--- config.mk ---
export PLATFORM = sky130hd
export DESIGN_NAME = pgsr_top
export DESIGN_NICKNAME = d
export VERILOG_FILES = /design/src/hdl/pgsr_pkg.sv /design/src/hdl/pgsr_ctl_if.sv /design/src/hdl/pgsr_top.sv /design/src/hdl/pgsr_port_gate.sv /design/src/hdl/pgsr_mod_reset.sv
export SDC_FILE = /design/constraint.sdc
export NUM_CORES = 1
export LEC_CHECK = 0
export ABC_AREA = 1
export ABC_CLOCK_PERIOD_IN_PS = 1780
export BUFFER_PORTS_ARGS = -buffer_cell sky130_fd_sc_hd__buf_2
export CORE_MARGIN = 5
export CORE_UTILIZATION = 50
export DETAILED_ROUTE_END_ITERATION = 12
export GPL_ROUTABILITY_DRIVEN = 0
export HOLD_SLACK_MARGIN = 0.1
export PLACE_DENSITY = 0.89
export SKIP_LAST_GASP = 1
export SLEW_MARGIN = 20
export SYNTH_ARGS = -nofsm -noshare
export SYNTH_HDL_FRONTEND = slang
export SYNTH_HIERARCHICAL = 1
export SYNTH_SLANG_ARGS = --single-unit
--- constraint.sdc ---
create_clock -name ref_clk -period 1.78 [get_ports ref_clk]
set_input_delay 0.178 -clock ref_clk [delete_from_list [all_inputs] [get_ports ref_clk]]
set_output_delay 0.178 -clock ref_clk [all_outputs]
set_load 0.1 [all_outputs]
--- src/hdl/pgsr_pkg.sv ---
// package: offsets, field positions and reset values of the gate/reset slice
// assumes: a 12-bit byte address window of the system control block
package pgsr_pkg;
    localparam int unsigned ADDR_W = 12;
    localparam int unsigned NUM_PORTS = 8;
    localparam int unsigned NUM_RST = 4;

    ////////////////////////////////////////////////////////////////////////////
    // register byte offsets
    localparam logic [11:0] OFF_SOFT_RESET_0 = 12'h040;
    localparam logic [11:0] OFF_RUN_CLK_CFG = 12'h060;
    localparam logic [11:0] OFF_RUN_GATE = 12'h100;
    localparam logic [11:0] OFF_SLEEP_GATE = 12'h118;
    localparam logic [11:0] OFF_DS_GATE = 12'h128;
    localparam logic [11:0] OFF_IRQ_STATUS = 12'h150;
    localparam logic [11:0] OFF_IRQ_MASK = 12'h154;

    ////////////////////////////////////////////////////////////////////////////
    // field layout
    localparam int unsigned SR_PWM_BIT = 20;
    localparam int unsigned SR_ADC0_BIT = 16;
    localparam int unsigned SR_HIBN_BIT = 6;
    localparam int unsigned SR_WDOG_BIT = 3;
    localparam logic [31:0] SR_IMPL_MASK = 32'h0011_0048;
    localparam logic [31:0] GATE_IMPL_MASK = 32'h0000_00ff;
    localparam int unsigned CFG_AUTO_GATE_BIT = 0;
    localparam logic [31:0] CFG_IMPL_MASK = 32'h0000_0001;
    localparam logic [31:0] IRQ_IMPL_MASK = 32'h0000_00ff;

    // index of each module reset line
    localparam int unsigned RST_IDX_WDOG = 0;
    localparam int unsigned RST_IDX_HIBN = 1;
    localparam int unsigned RST_IDX_ADC0 = 2;
    localparam int unsigned RST_IDX_PWM = 3;

    ////////////////////////////////////////////////////////////////////////////
    // reset values
    localparam logic [31:0] RST_VAL_ZERO = 32'h0000_0000;
    localparam logic [7:0] GATE_RST_VAL = 8'h00;
    localparam logic [3:0] SRST_RST_VAL = 4'h0;
endpackage

--- src/hdl/pgsr_ctl_if.sv ---
// interface: gate enables, port accesses and reset lines between the slice's modules
// assumes: one clock, everything launched and sampled on ref_clk
interface pgsr_ctl_if;
    logic [7:0] gate_en;
    logic [7:0] port_sel;
    logic [7:0] clk_en;
    logic [7:0] fault;
    logic [3:0] soft_rst;
    logic [3:0] mod_rst;

    modport ctl (output gate_en, output port_sel, output soft_rst,
                 input clk_en, input fault, input mod_rst);
    modport gate (input gate_en, input port_sel, output clk_en, output fault);
    modport rst (input soft_rst, output mod_rst);
endinterface

--- src/hdl/pgsr_top.sv ---
// top of the peripheral gate and soft reset slice, an apb slave
// assumes: apb master on ref_clk; port_access pulses mark accesses to each port
//
// Our own choice: register access over APB.
module pgsr_top (
    input wire logic ref_clk, // system clock, 20 MHz
    input wire logic reset, // sync reset, active high
    input wire logic psel, // apb select
    input wire logic penable, // apb access phase
    input wire logic pwrite, // apb direction, 1 = write
    input wire logic [pgsr_pkg::ADDR_W-1:0] paddr, // apb byte address
    input wire logic [31:0] pwdata, // apb write data
    output logic [31:0] prdata, // apb read data
    output logic pready, // apb ready
    output logic pslverr, // apb error, unmapped address
    input wire logic [31:0] capability_mask_1, // module-present bits
    input wire logic sleep_mode, // processor in sleep
    input wire logic deep_sleep_mode, // processor in deep sleep
    input wire logic [pgsr_pkg::NUM_PORTS-1:0] port_access, // access pulse per port
    output logic [pgsr_pkg::NUM_PORTS-1:0] port_clk_en, // clock enable per port
    output logic [pgsr_pkg::NUM_PORTS-1:0] port_bus_fault, // fault pulse per port
    output logic pwm_reset_ctl, // pwm module reset
    output logic adc0_reset_ctl, // adc 0 reset
    output logic hibernation_reset_ctl, // hibernation module reset
    output logic watchdog_reset_ctl, // watchdog reset
    output logic irq // level interrupt
);
    import pgsr_pkg::*;

    // bus phases of the slave, gray along idle -> setup -> answer
    typedef enum logic [1:0] {
        APB_IDLE = 2'b00,
        APB_SETUP = 2'b01,
        APB_ANSWER = 2'b11
    } pgsr_apb_state_t;

    ////////////////////////////////////////////////////////////////////////////
    // state
    logic [7:0] run_port_clock_gate_ff;
    logic [7:0] sleep_port_clock_gate_ff;
    logic [7:0] deep_sleep_port_clock_gate_ff;
    logic [31:0] peripheral_soft_reset_0_ff;
    logic auto_clock_gating_enable_ff;
    logic [7:0] irq_status_ff;
    logic [7:0] irq_mask_ff;
    logic irq_ff;
    logic [31:0] prdata_ff;
    logic pready_ff;
    logic pslverr_ff;
    pgsr_apb_state_t apb_state_ff;

    logic [7:0] nxt_run_port_clock_gate;
    logic [7:0] nxt_sleep_port_clock_gate;
    logic [7:0] nxt_deep_sleep_port_clock_gate;
    logic [31:0] nxt_peripheral_soft_reset_0;
    logic nxt_auto_clock_gating_enable;
    logic [7:0] nxt_irq_status;
    logic [7:0] nxt_irq_mask;
    logic nxt_irq;
    logic [31:0] nxt_prdata;
    logic nxt_pready;
    logic nxt_pslverr;
    pgsr_apb_state_t nxt_apb_state;

    logic access;
    logic done;
    logic wr_done;
    logic rd_done;
    logic hit;
    logic [31:0] rd_val;
    logic [7:0] eff_gate;

    pgsr_ctl_if ctl ();

    ////////////////////////////////////////////////////////////////////////////
    // address decode and read mux
    always_comb begin
        hit = 1'b1;
        rd_val = RST_VAL_ZERO;
        case (paddr)
            OFF_SOFT_RESET_0: begin
                rd_val = peripheral_soft_reset_0_ff & SR_IMPL_MASK;
            end
            OFF_RUN_CLK_CFG: begin
                rd_val[CFG_AUTO_GATE_BIT] = auto_clock_gating_enable_ff;
            end
            OFF_RUN_GATE: begin
                rd_val[7:0] = run_port_clock_gate_ff;
            end
            OFF_SLEEP_GATE: begin
                rd_val[7:0] = sleep_port_clock_gate_ff;
            end
            OFF_DS_GATE: begin
                // upper bits stay zero from the default
                rd_val[7:0] = deep_sleep_port_clock_gate_ff;
            end
            OFF_IRQ_STATUS: begin
                rd_val[7:0] = irq_status_ff;
            end
            OFF_IRQ_MASK: begin
                rd_val[7:0] = irq_mask_ff;
            end
            default: begin
                hit = 1'b0;
            end
        endcase
    end

    ////////////////////////////////////////////////////////////////////////////
    // apb handshake: one wait state, answer registered so outputs come from flops
    // only an access that followed its setup cycle is answered, so a stray
    // penable without setup never completes a transfer
    always_comb begin
        access = psel & penable;
        done = access & pready_ff;
        wr_done = done & pwrite & hit;
        rd_done = done & ~pwrite & hit;
        nxt_apb_state = apb_state_ff;
        nxt_pready = 1'b0;
        nxt_pslverr = 1'b0;
        nxt_prdata = RST_VAL_ZERO;
        case (apb_state_ff)
            APB_IDLE: begin
                if (psel & ~penable) begin
                    nxt_apb_state = APB_SETUP;
                end
            end
            APB_SETUP: begin
                if (access) begin
                    nxt_apb_state = APB_ANSWER;
                    nxt_pready = 1'b1;
                    nxt_pslverr = ~hit;
                    if (~pwrite) begin
                        nxt_prdata = rd_val;
                    end
                end else if (~psel) begin
                    nxt_apb_state = APB_IDLE;
                end
            end
            APB_ANSWER: begin
                // completion edge; a back-to-back setup is seen on the next edge
                nxt_apb_state = APB_IDLE;
            end
            default: begin
                nxt_apb_state = APB_IDLE;
            end
        endcase
    end

    always_ff @(posedge ref_clk) begin
        if (reset) begin
            apb_state_ff <= APB_IDLE;
            pready_ff <= 1'b0;
            pslverr_ff <= 1'b0;
            prdata_ff <= RST_VAL_ZERO;
        end else begin
            apb_state_ff <= nxt_apb_state;
            pready_ff <= nxt_pready;
            pslverr_ff <= nxt_pslverr;
            prdata_ff <= nxt_prdata;
        end
    end

    ////////////////////////////////////////////////////////////////////////////
    // configuration registers
    always_comb begin
        nxt_run_port_clock_gate = run_port_clock_gate_ff;
        nxt_sleep_port_clock_gate = sleep_port_clock_gate_ff;
        nxt_deep_sleep_port_clock_gate = deep_sleep_port_clock_gate_ff;
        nxt_peripheral_soft_reset_0 = peripheral_soft_reset_0_ff;
        nxt_auto_clock_gating_enable = auto_clock_gating_enable_ff;
        nxt_irq_mask = irq_mask_ff;
        if (wr_done) begin
            case (paddr)
                OFF_SOFT_RESET_0: begin
                    // bits of absent modules keep their old value
                    nxt_peripheral_soft_reset_0 =
                        ((pwdata & capability_mask_1) |
                         (peripheral_soft_reset_0_ff & ~capability_mask_1))
                        & SR_IMPL_MASK;
                end
                OFF_RUN_CLK_CFG: begin
                    nxt_auto_clock_gating_enable = pwdata[CFG_AUTO_GATE_BIT];
                end
                OFF_RUN_GATE: begin
                    nxt_run_port_clock_gate = pwdata[7:0];
                end
                OFF_SLEEP_GATE: begin
                    nxt_sleep_port_clock_gate = pwdata[7:0];
                end
                OFF_DS_GATE: begin
                    nxt_deep_sleep_port_clock_gate = pwdata[7:0];
                end
                OFF_IRQ_MASK: begin
                    nxt_irq_mask = pwdata[7:0];
                end
                default: begin
                    nxt_irq_mask = irq_mask_ff;
                end
            endcase
        end
    end

    always_ff @(posedge ref_clk) begin
        if (reset) begin
            run_port_clock_gate_ff <= GATE_RST_VAL;
            sleep_port_clock_gate_ff <= GATE_RST_VAL;
            deep_sleep_port_clock_gate_ff <= GATE_RST_VAL;
            peripheral_soft_reset_0_ff <= RST_VAL_ZERO;
            auto_clock_gating_enable_ff <= 1'b0;
            irq_mask_ff <= GATE_RST_VAL;
        end else begin
            run_port_clock_gate_ff <= nxt_run_port_clock_gate;
            sleep_port_clock_gate_ff <= nxt_sleep_port_clock_gate;
            deep_sleep_port_clock_gate_ff <= nxt_deep_sleep_port_clock_gate;
            peripheral_soft_reset_0_ff <= nxt_peripheral_soft_reset_0;
            auto_clock_gating_enable_ff <= nxt_auto_clock_gating_enable;
            irq_mask_ff <= nxt_irq_mask;
        end
    end

    ////////////////////////////////////////////////////////////////////////////
    // gate set selection by power mode
    always_comb begin
        // without auto gating the run set rules in every mode
        eff_gate = run_port_clock_gate_ff;
        if (auto_clock_gating_enable_ff) begin
            if (deep_sleep_mode) begin
                eff_gate = deep_sleep_port_clock_gate_ff;
            end else if (sleep_mode) begin
                eff_gate = sleep_port_clock_gate_ff;
            end
        end
    end

    assign ctl.gate_en = eff_gate;
    assign ctl.port_sel = port_access;
    assign ctl.soft_rst[RST_IDX_WDOG] = peripheral_soft_reset_0_ff[SR_WDOG_BIT];
    assign ctl.soft_rst[RST_IDX_HIBN] = peripheral_soft_reset_0_ff[SR_HIBN_BIT];
    assign ctl.soft_rst[RST_IDX_ADC0] = peripheral_soft_reset_0_ff[SR_ADC0_BIT];
    assign ctl.soft_rst[RST_IDX_PWM] = peripheral_soft_reset_0_ff[SR_PWM_BIT];

    pgsr_port_gate #(
        .PORTS(NUM_PORTS)
    ) i_pgsr_port_gate (
        .ref_clk(ref_clk),
        .reset(reset),
        .bus(ctl.gate)
    );

    pgsr_mod_reset #(
        .LINES(NUM_RST)
    ) i_pgsr_mod_reset (
        .ref_clk(ref_clk),
        .reset(reset),
        .bus(ctl.rst)
    );

    ////////////////////////////////////////////////////////////////////////////
    // bus fault interrupt: sticky, cleared by reading the status register
    always_comb begin
        nxt_irq_status = irq_status_ff;
        if (rd_done && paddr == OFF_IRQ_STATUS) begin
            // only bits that were returned are cleared
            nxt_irq_status = irq_status_ff & ~prdata_ff[7:0];
        end
        // a fault in the clearing cycle still sets its bit
        nxt_irq_status = nxt_irq_status | ctl.fault;
        nxt_irq = |(irq_status_ff & irq_mask_ff);
    end

    always_ff @(posedge ref_clk) begin
        if (reset) begin
            irq_status_ff <= GATE_RST_VAL;
            irq_ff <= 1'b0;
        end else begin
            irq_status_ff <= nxt_irq_status;
            irq_ff <= nxt_irq;
        end
    end

    ////////////////////////////////////////////////////////////////////////////
    // outputs
    assign prdata = prdata_ff;
    assign pready = pready_ff;
    assign pslverr = pslverr_ff;
    assign port_clk_en = ctl.clk_en;
    assign port_bus_fault = ctl.fault;
    assign watchdog_reset_ctl = ctl.mod_rst[RST_IDX_WDOG];
    assign hibernation_reset_ctl = ctl.mod_rst[RST_IDX_HIBN];
    assign adc0_reset_ctl = ctl.mod_rst[RST_IDX_ADC0];
    assign pwm_reset_ctl = ctl.mod_rst[RST_IDX_PWM];
    assign irq = irq_ff;
endmodule

--- src/hdl/pgsr_port_gate.sv ---
// port clock gating: one registered clock enable and bus-fault flag per port
// assumes: gate_en and port_sel are synchronous to ref_clk
module pgsr_port_gate #(
    parameter int unsigned PORTS = 8
) (
    input wire logic ref_clk, // system clock
    input wire logic reset, // sync reset, active high
    pgsr_ctl_if.gate bus // enables in, clock enables and faults out
);
    import pgsr_pkg::*;

    logic [PORTS-1:0] clk_en_ff;
    logic [PORTS-1:0] fault_ff;
    logic [PORTS-1:0] nxt_clk_en;
    logic [PORTS-1:0] nxt_fault;

    for (genvar g = 0; g < PORTS; g++) begin : g_port
        // enable only moves on a clock edge, so a unit never sees a cut pulse
        always_comb begin
            nxt_clk_en[g] = bus.gate_en[g];
            nxt_fault[g] = bus.port_sel[g] & ~clk_en_ff[g];
        end

        always_ff @(posedge ref_clk) begin
            if (reset) begin
                clk_en_ff[g] <= GATE_RST_VAL[g];
                fault_ff[g] <= 1'b0;
            end else begin
                clk_en_ff[g] <= nxt_clk_en[g];
                fault_ff[g] <= nxt_fault[g];
            end
        end
    end

    assign bus.clk_en = clk_en_ff;
    assign bus.fault = fault_ff;
endmodule

--- src/hdl/pgsr_mod_reset.sv ---
// module reset drivers: hold each module in reset while its control bit is one
// assumes: soft_rst comes from the register file on the same clock
module pgsr_mod_reset #(
    parameter int unsigned LINES = 4
) (
    input wire logic ref_clk, // system clock
    input wire logic reset, // sync reset, active high
    pgsr_ctl_if.rst bus // control bits in, module resets out
);
    import pgsr_pkg::*;

    logic [LINES-1:0] mod_rst_ff;
    logic [LINES-1:0] nxt_mod_rst;

    always_comb begin
        nxt_mod_rst = bus.soft_rst;
    end

    always_ff @(posedge ref_clk) begin
        if (reset) begin
            mod_rst_ff <= SRST_RST_VAL;
        end else begin
            mod_rst_ff <= nxt_mod_rst;
        end
    end

    assign bus.mod_rst = mod_rst_ff;
endmodule

# Yosys cells after proc, flatten, opt, wreduce, memory -nomap -nowiden
# Cells that the tools add are included.
classes:
  reduce_logical: 15
  bitwise: 37
  n_mux: 12
  eq_ne: 10
op_table:
  columns: ["operator", "count"]
  rows:
  - ["== test 12 x 9 -> 1 bit (second input constant)", 5]
  - ["bitwise AND 21 bit", 2]
  - ["case mux 7 bit (6 select lines)", 1]
  - ["two-way mux 8 bit", 4]
  - ["== test 12 x 7 -> 1 bit (second input constant)", 2]
  - ["inverter 21 bit", 1]
  - ["OR 21 bit", 1]
  - ["bitwise AND 8 bit", 2]
  - ["bitwise AND 1 bit", 15]
  - ["inverter 1 bit", 14]
  - ["AND reduction 2 bit", 7]
  - ["inverter 8 bit", 1]
  - ["OR 8 bit", 1]
  - ["OR reduction 8 bit", 1]
  - ["OR reduction 7 bit", 1]
  - ["two-way mux 2 bit", 3]
  - ["case mux 1 bit (6 select lines)", 1]
  - ["OR reduction 5 bit", 1]
  - ["case mux 2 bit (2 select lines)", 1]
  - ["OR reduction 4 bit", 1]
  - ["inequality test 3 bit (second input constant)", 1]
  - ["OR reduction 3 bit", 1]
  - ["== test 2 x 1 -> 1 bit (second input constant)", 1]
  - ["logical NOT 2 bit", 1]
  - ["other kinds (4)", 5]
totals:
  reg_bits: 102
  word_cells: 104
  inputBits: 91

# Longest topological paths before layout
# Gate-level depths: netlist of the first run.
logic_depth:
  word_depth: 7
  ltp_mapped: 12

# Modules after synthesis
# The synthesis of the first run kept the hierarchy.
by_module_without_submodules:
  columns: ["module", "cells_each", "n_inst", "area_each_um2", "seq_area_each_um2"]
  rows:
  - ["pgsr_top", 491, 1, 3489.6, 1201.2]
  - ["pgsr_port_gate", 50, 1, 460.4, 320.3]
  - ["pgsr_mod_reset", 12, 1, 110.1, 80.1]

# Worst setup path before layout of the first run
# No wires, ideal clock.
synth_timing:
  path_type: "register to register"
  start: "register pready_ff (netlist: pready)"
  end: "register deep_sleep_port_clock_gate_ff[0]"
  stages_incl_launch_ff: 8
  arrival_time_ns: 1.980
  period_less_slack_ns: 2.089
  n_path_buf: 2
  setup_time_ns: 0.110
  path_slack_ns: -0.309
  path_cell_list: "dfxtp_1 inv_1 nor3_2 buf_6 buf_1 nand4_1 nand2_1 nor2_1"
synth_via:
  elab_chain_len: 4
synth_rtl:
  columns: ["item", "line", "rtl"]
  rows:
  - ["start: declaration", "pgsr_top.sv:48", "logic pready_ff;"]
  - ["start signal: assignment", "pgsr_top.sv:158", "pready_ff <= nxt_pready;"]
  - ["bitwise AND 1 bit", "pgsr_top.sv:115", "done = access & pready_ff;"]
  - ["bitwise AND 1 bit (2 in series)", "pgsr_top.sv:116", "wr_done = done & pwrite & hit;"]
  - ["AND reduction 2 bit (no line)", null, null]
  - ["end signal: assignment", "pgsr_top.sv:215", "deep_sleep_port_clock_gate_ff <= nxt_deep_sleep_port_clock_gate;"]
  - ["end: declaration", "pgsr_top.sv:41", "logic [7:0] deep_sleep_port_clock_gate_ff;"]
# Every way passes these cells.
# A chain may end at the register's enable or synchronous reset.

# Worst setup path in the final report of the first run
layout_timing:
  start: "input penable"
  end: "register sleep_port_clock_gate_ff[6]"
layout_via:
  elab_chain_len: 5
layout_rtl:
  columns: ["item", "line", "rtl"]
  rows:
  - ["start: declaration", "pgsr_top.sv:9", "input wire logic penable,"]
  - ["bitwise AND 1 bit", "pgsr_top.sv:114", "access = psel & penable;"]
  - ["bitwise AND 1 bit", "pgsr_top.sv:115", null]
  - ["bitwise AND 1 bit (2 in series)", "pgsr_top.sv:116", null]
  - ["AND reduction 2 bit (no line)", null, null]
  - ["end signal: assignment", "pgsr_top.sv:214", "sleep_port_clock_gate_ff <= nxt_sleep_port_clock_gate;"]
  - ["end: declaration", "pgsr_top.sv:40", "logic [7:0] sleep_port_clock_gate_ff;"]
# Every way passes these cells.

==> impl_metrics.toml, run 1 <==
[setup_path]
critical_path_peak_fanout = 16
critPathSlowestCell = "dlygate4sd3_1"
cp.required_ps = 2060
crit_chain = "dlygate4sd3_1, buf_2, nand2_1, nor3_2, inv_1, nor2_4, o21ai_0, a21oi_1"
r2r_cells = 6
cp_top_family = "buffers and inverters"
r2r_start = "pready$_SDFF_PP0_"
reg2reg_slack_ps = 200
startpoint_type = "primary input"
crit_type = "primary input to register"
end_kind = "register"
cp.arrival_ps = 1970
r2r_end = "sleep_port_clock_gate_ff[6]$_SDFFE_PP0P_"
slowest_delay_ps = 530
cp_num_buf_inv = 3

[synthesis]
ys_warn_count = 6
yosysUniqueCellTypes = 34
netlist_instances = 553
synth.area.top_cells = "dfxtp_1, inv_1, nand2_1"
yosys.area.top_type_share = 0.394
synth_area_mm2 = 0.00406
syn_area_per_cell_um2 = 7.34
synth-seq-cells = 80
yosysSeqAreaShare = 0.394
post-synth-top-area-cell = "dfxtp_1"

[detailed_routing]
drtIter0Drc = 491
viasPerCell = 5.03
firstDrtPassIters = 8
vias = 3794
wl_um = 10400
drc_errors = 0
wl_per_cell_um = 13.7
antenna_left = 0

[placement]
placedCellCount = 719
port_buffers = 73
hpwl_um = 7670

[final_layout]
area.growth.synth_to_final_pct = 18.7
diodes = 0
nFillCells = 687
drive_gt1_frac = 0.214
layout.nets = 739
layout_common_cells = "inv_1, dfxtp_1, buf_2, nand2_1, nor2_1"
postLayoutCoreUtil = 0.617
final_cells = 755
final_common_cell = "inv_1"

[clock_network]
cts_buffers = 9
clk_path_buf_depth = 2
cts.reportedPaths.clkPinSlew_ps = 80
clock_latency_ps = 360
cts_tree = "built"
htree_levels = 3
cts_root_buf = "clkbuf_8"
cts_sinks = 80

[floorplanning]
die_y_um = 100
dieArea_mm2 = 0.0100
die_w_um = 100
io_pins = 146
start_util = 0.520
core_area_mm2 = 0.00781
rows = 32

[hold_path]
hold_path_depth = 3
min_to = "sleep_port_clock_gate_ff[4]$_SDFFE_PP0P_"
hp-class = "primary input to register"
hp-start = "pwdata[4]"

[global_routing]
grt.overflow.total = 0
grt_pass1_wl_um = 16800
grt_pass1_vias = 3644
grt_max_degree = 36
antenna_found_initial = 0
grt.total_usage = 0.209

[timing]
rsz0062_at_grt = "yes"
fmax_mhz = 592
timing.hold.ws_ps = 139
tns_ps = 0
post-route-min-period_ps = 1690
fin_skew_ps = 7.86
period_share = 0.949
slew_headroom = 0.625
worstMarginPinSlew_ps = 558
finalSetupViolations = 0
drv_slew = 0
hold_viol = 0

[outcome]
status = "completed"

[power_and_ir_drop]
leakage_nw = 2.24
vdd_drop_max_v = 0.000436
powerDensity_mw_per_mm2 = 795

[flow_run]
cap_violations = 0
final cells by class:
class	instances	area (µm²)	share of cell area
tap	102	128	0.0265
inverter	132	505	0.105
sequential	80	1600	0.333
timing repair buffer	99	606	0.126
clock buffer	10	138	0.0286
multi-input combinational	326	1760	0.365
clock inverter	6	82.6	0.0171
worst max-delay path by stage:
stage	from	to	slack, ps	cells past startpoint
CTS	penable	sleep_port_clock_gate_ff[7]$_SDFFE_PP0P_	90	8
finish	penable	sleep_port_clock_gate_ff[6]$_SDFFE_PP0P_	90	8
global route	penable	sleep_port_clock_gate_ff[7]$_SDFFE_PP0P_	-30	8
floorplan	pready$_SDFF_PP0_	deep_sleep_port_clock_gate_ff[0]$_SDFFE_PP0P_	20	7
global placement	paddr[9]	irq_mask_ff[1]$_SDFFE_PP0P_	210	12
detailed placement	paddr[9]	irq_status_ff[0]$_SDFF_PP0_	140	8
cell families after synthesis:
kind of cell	share of synthesized area
and+or+nand+nor	0.274
buffers and inverters	0.194
AOI/OAI and AO/OA	0.137
DFF	0.394
other	0.000924
power by group:
| group | switching (mW) | internal (mW) | leakage (nW) |
|---|---|---|---|
| registers | 0.0146 | 1.81 | 0.649 |
| clock network | 0.654 | 0.820 | 0.112 |
| logic | 0.425 | 0.104 | 1.48 |
what timing repair did:
item,in CTS,in global routing
setup buffers,0,2
resized for setup,0,1
endpoints found under the setup margin,0,8
hold buffers,18,0
hold endpoints to repair,13,0
cells in the mapped netlist:
library cell  number
buf_1              1
a221oi_1           2
nand3_2            1
nor3_1            10
o21ai_0           27
nand4_1           19
nand2_4            4
o22ai_1           17
nor2_8             2
a32o_1             8
buf_6              6
o221ai_1           1
a211oi_2           2
clkbuf_1           5
nor3_2             1
nor2_1            71
nand3_4            6
inv_6              2
o31ai_2            1
buf_2              1
conb_1             1
o21ai_1            1
inv_2              5
buf_4             22
nor2_2             6
buf_12             1
nand3_1           12
a211oi_1           8
inv_1            125
dfxtp_1           80
a21oi_1           21
nor2_4             5
nand2_1           72
nand2_2            7
tightest hold or removal path: cells and delay by family:
| family | cells | cell delay [ps] |
|---|---|---|
| buffers and inverters | 2 | 140 |
| AOI/OAI and AO/OA | 1 | 130 |
state kept, by name (all words and copies together) (netlist names), 4 cells and up, named ones only:
signal and flops:
i_pgsr_port_gate/bus.clk_en 8, run_port_clock_gate_ff 8, i_pgsr_mod_reset/bus.mod_rst 4, i_pgsr_port_gate/bus.fault 8
irq_mask_ff 8, irq_status_ff 8, prdata 10, sleep_port_clock_gate_ff 8
deep_sleep_port_clock_gate_ff 8
through the flow:
step | area [µm²] | worst slack (ps) | total power [mW]
finish | 4820 | 90.8 | 3.83
global route | 4820 | -26.9 | 3.95
CTS | 4800 | 86.5 | 3.84
detailed placement | 4400 | 137 | 2.36
global placement | 4400 | 206 | 2.35
floorplan | 4140 | 24.3 | 2.30
metal layers:
layer	track usage	share of wire	wire length, µm	vias up
li1	-	-	-	1876
met5	0	0	0	-
met3	0.0479	0.078	812	23
met4	0.0891	0.023	234	0
met1	0.254	0.41	4250	1710
met2	0.354	0.49	5080	185
Power figures use the tool's default switching activity.
==> inputs of run 2 (changes only) <==
--- a/config.mk
+++ b/config.mk
@@ -5,11 +5,10 @@
 export SDC_FILE = /design/constraint.sdc
 export NUM_CORES = 1
 export LEC_CHECK = 0
-export ABC_AREA = 1
 export ABC_CLOCK_PERIOD_IN_PS = 1780
 export BUFFER_PORTS_ARGS = -buffer_cell sky130_fd_sc_hd__buf_2
 export CORE_MARGIN = 5
-export CORE_UTILIZATION = 50
+export CORE_UTILIZATION = 49
 export DETAILED_ROUTE_END_ITERATION = 12
 export GPL_ROUTABILITY_DRIVEN = 0
 export HOLD_SLACK_MARGIN = 0.1
==> run 2 against run 1 <==
  * Worst setup slack about the same
  * Count of clock-buffer cells in the layout down 1
  * Die area is 4.7% lower
  * Synthesized cell count is 24% lower
  * Total power down 3.7%
  * Critical endpoint is now run_port_clock_gate_ff[4]$_SDFFE_PP0P_
  * Critical path type unchanged
  * Utilization is 0.42 points lower
  * Flip-flop and latch count is the same
==> impl_metrics.toml, run 2 <==
[outcome]
status = "completed"

[clock_network]
post-cts-setup-buffer-count = 0
ctsResizeCount = 0
cts_root_buf = "clkbuf_8"
htree_levels = 3
cts_buffers = 9
cts_sinks = 80
cts_tree = "built"
cts.reportedPaths.clkPinSlew_ps = 80
clk_path_buf_depth = 2
clock_latency_ps = 360

[placement]
hpwl_um = 7640
post-place-ws_ps = -253
placed_cell_area_mm2 = 0.00433
port_buffers = 73
placedCellCount = 600

[detailed_routing]
drc_errors = 0
wl_um = 10500
drtIter0Drc = 349
firstDrtPassIters = 5
wl_per_cell_um = 16.7
antenna_left = 0
vias = 3676
viasPerCell = 5.83

[floorplanning]
io_pins = 146
start_util = 0.496
core_area_mm2 = 0.00761
rows = 32
die_w_um = 97.7
die_y_um = 97.7
dieArea_mm2 = 0.00955

[setup_path]
cp_top_family = "simple AND/OR/NAND/NOR gates"
reg2reg_slack_ps = 260
crit_chain = "buf_2, or4b_4, buf_12, nor4_4, buf_4, nand3_1, a21oi_1"
r2r_end = "prdata[3]$_SDFF_PP0_"
cp_num_buf_inv = 3
r2r_start = "apb_state_ff[0]$_SDFFE_PP0P_"
crit_type = "primary input to register"
startpoint_type = "primary input"
end_kind = "register"
cp.arrival_ps = 1980
cp.required_ps = 2070
critical_path_peak_fanout = 8
critPathSlowestCell = "or4b_4"
slowest_delay_ps = 580
r2r_cells = 4

[power_and_ir_drop]
power_frac_clock = 0.355
vdd_drop_max_v = 0.000321
p_sw_frac = 0.298
p_sw_mw = 1.10
powerDensity_mw_per_mm2 = 791
p_seq_frac = 0.496
p_int_mw = 2.59
finalPower_mw = 3.69
power_frac_comb = 0.148
leakage_nw = 1.84

[synthesis]
yosys.area.top_type_share = 0.425
synthMuxAreaShare = 0.0216
syn_area_per_cell_um2 = 8.92
synth_area_mm2 = 0.00377
synth_xor_area_frac = 0.00232
post-synth-top-area-cell = "dfxtp_1"
synth-edff-count = 0
yosysSeqAreaShare = 0.425
synth.area.top_cells = "dfxtp_1, a21oi_1, nand3_1"
netlist_top_cells_count = "dfxtp_1, a21oi_1, nand3_1"
synth_compound_area_frac = 0.221
ys_warn_count = 6
synth_top_family_by_area = "simple AND/OR/NAND/NOR gates"
synth-main-ff-cell = "dfxtp_1"
synthAdderAreaFrac = 0
yosys.area_share.simple = 0.230
synth_most_common_cell = "dfxtp_1"
ys_async_sr_fraction = 0
netlist_instances = 423
synth-seq-cells = 80
yosysUniqueCellTypes = 51

[final_layout]
final_cells = 630
nFillCells = 604
multi_input_area_mm2 = 0.00188
ff_latch_area_mm2 = 0.00160
area.growth.synth_to_final_pct = 23.7
layout_common_cells = "dfxtp_1, buf_2, a21oi_1, nand3_1, buf_4"
final_design_area_no_fill_mm2 = 0.00466
final_common_cell = "dfxtp_1"
largest_register_ffs = 10
drive_gt1_frac = 0.275
diodes = 0
layout.nets = 614

[global_routing]
grt_max_degree = 71
grt_pass1_wl_um = 16800
grt_pass1_vias = 3456
grt.overflow.total = 0
antenna_found_initial = 0
grt.total_usage = 0.214

[timing]
worstMarginPinSlew_ps = 584
rsz0062_at_grt = "no"
hold_viol = 0
finalSetupViolations = 0
slew_headroom = 0.610
fmax_mhz = 592
drv_slew = 0
post-route-min-period_ps = 1690
fin_ws_ps = 90.8
period_share = 0.949
fin_skew_ps = 6.83

[hold_path]
hold_path_depth = 3
hp-class = "primary input to register"
hp-start = "pwdata[1]"
min_to = "run_port_clock_gate_ff[1]$_SDFFE_PP0P_"

[flow_run]
cap_violations = 0
-- run 2: what timing repair did --
| action | 4_1_cts | 5_1_grt |
|---|---|---|
| hold endpoints to repair | 11 | 2 |
| hold buffers | 12 | 2 |
| setup endpoints to repair | 0 | 0 |
-- run 2: tightest hold or removal path, stage by stage --
cell and delay, ps:
buf_2 130, nand3_1 70, a21oi_1 60
-- run 2: power by group through the flow --
stage | sequential, mW | clock (mW) | combinational [mW]
4_1_cts | 1.83 | 1.31 | 0.538
3_3_place_gp | 1.87 | 0 | 0.504
2_1_floorplan | 1.94 | 0 | 0.350
6_report | 1.83 | 1.31 | 0.547
5_1_grt | 1.83 | 1.41 | 0.570
3_5_place_dp | 1.87 | 0 | 0.516
-- run 2: logic make-up after synthesis --
group / count (synthesis)
AOI/OAI and AO/OA: 133
other: 1
and+or+nand+nor: 129
xor gates and xnor gates: 1
DFF: 80
buffers and inverters: 71
muxes: 8
-- run 2: routing by layer --
layer,track usage,share of wire
met1,0.235,0.37
met2,0.368,0.50
met3,0.0660,0.078
met4,0.118,0.051
met5,0,0
-- run 2: stage by stage --
stage                     hold slack, ps  setup TNS (ps)  utilization
final                                115               0        0.613
after global routing                 108               0        0.613
after CTS                            106               0        0.610
after detailed placement             425           -6060        0.569
after global placement               415           -4850        0.569
after floorplan                      250            -730            -
-- run 2: final cells by class --
type,count,share of cell area
Clock buffer,9,0.0266
Inverter,16,0.0129
Multi-Input combinational cell,293,0.403
Timing Repair Buffer,123,0.172
Sequential cell,80,0.344
Clock inverter,7,0.0150
Tap cell,102,0.0274
-- run 2: worst max path at each step --
stage                        start  depth (start not counted)                                       end  slack, ps
after floorplan           paddr[9]                          6  sleep_port_clock_gate_ff[4]$_SDFFE_PP0P_        -50
after global placement    paddr[9]                          6                      prdata[7]$_SDFF_PP0_       -200
after detailed placement  paddr[9]                          7    run_port_clock_gate_ff[5]$_SDFFE_PP0P_       -250
after CTS                 paddr[9]                          7    run_port_clock_gate_ff[5]$_SDFFE_PP0P_        120
after global routing      paddr[9]                          7    run_port_clock_gate_ff[7]$_SDFFE_PP0P_          2
final                     paddr[9]                          7    run_port_clock_gate_ff[4]$_SDFFE_PP0P_         90
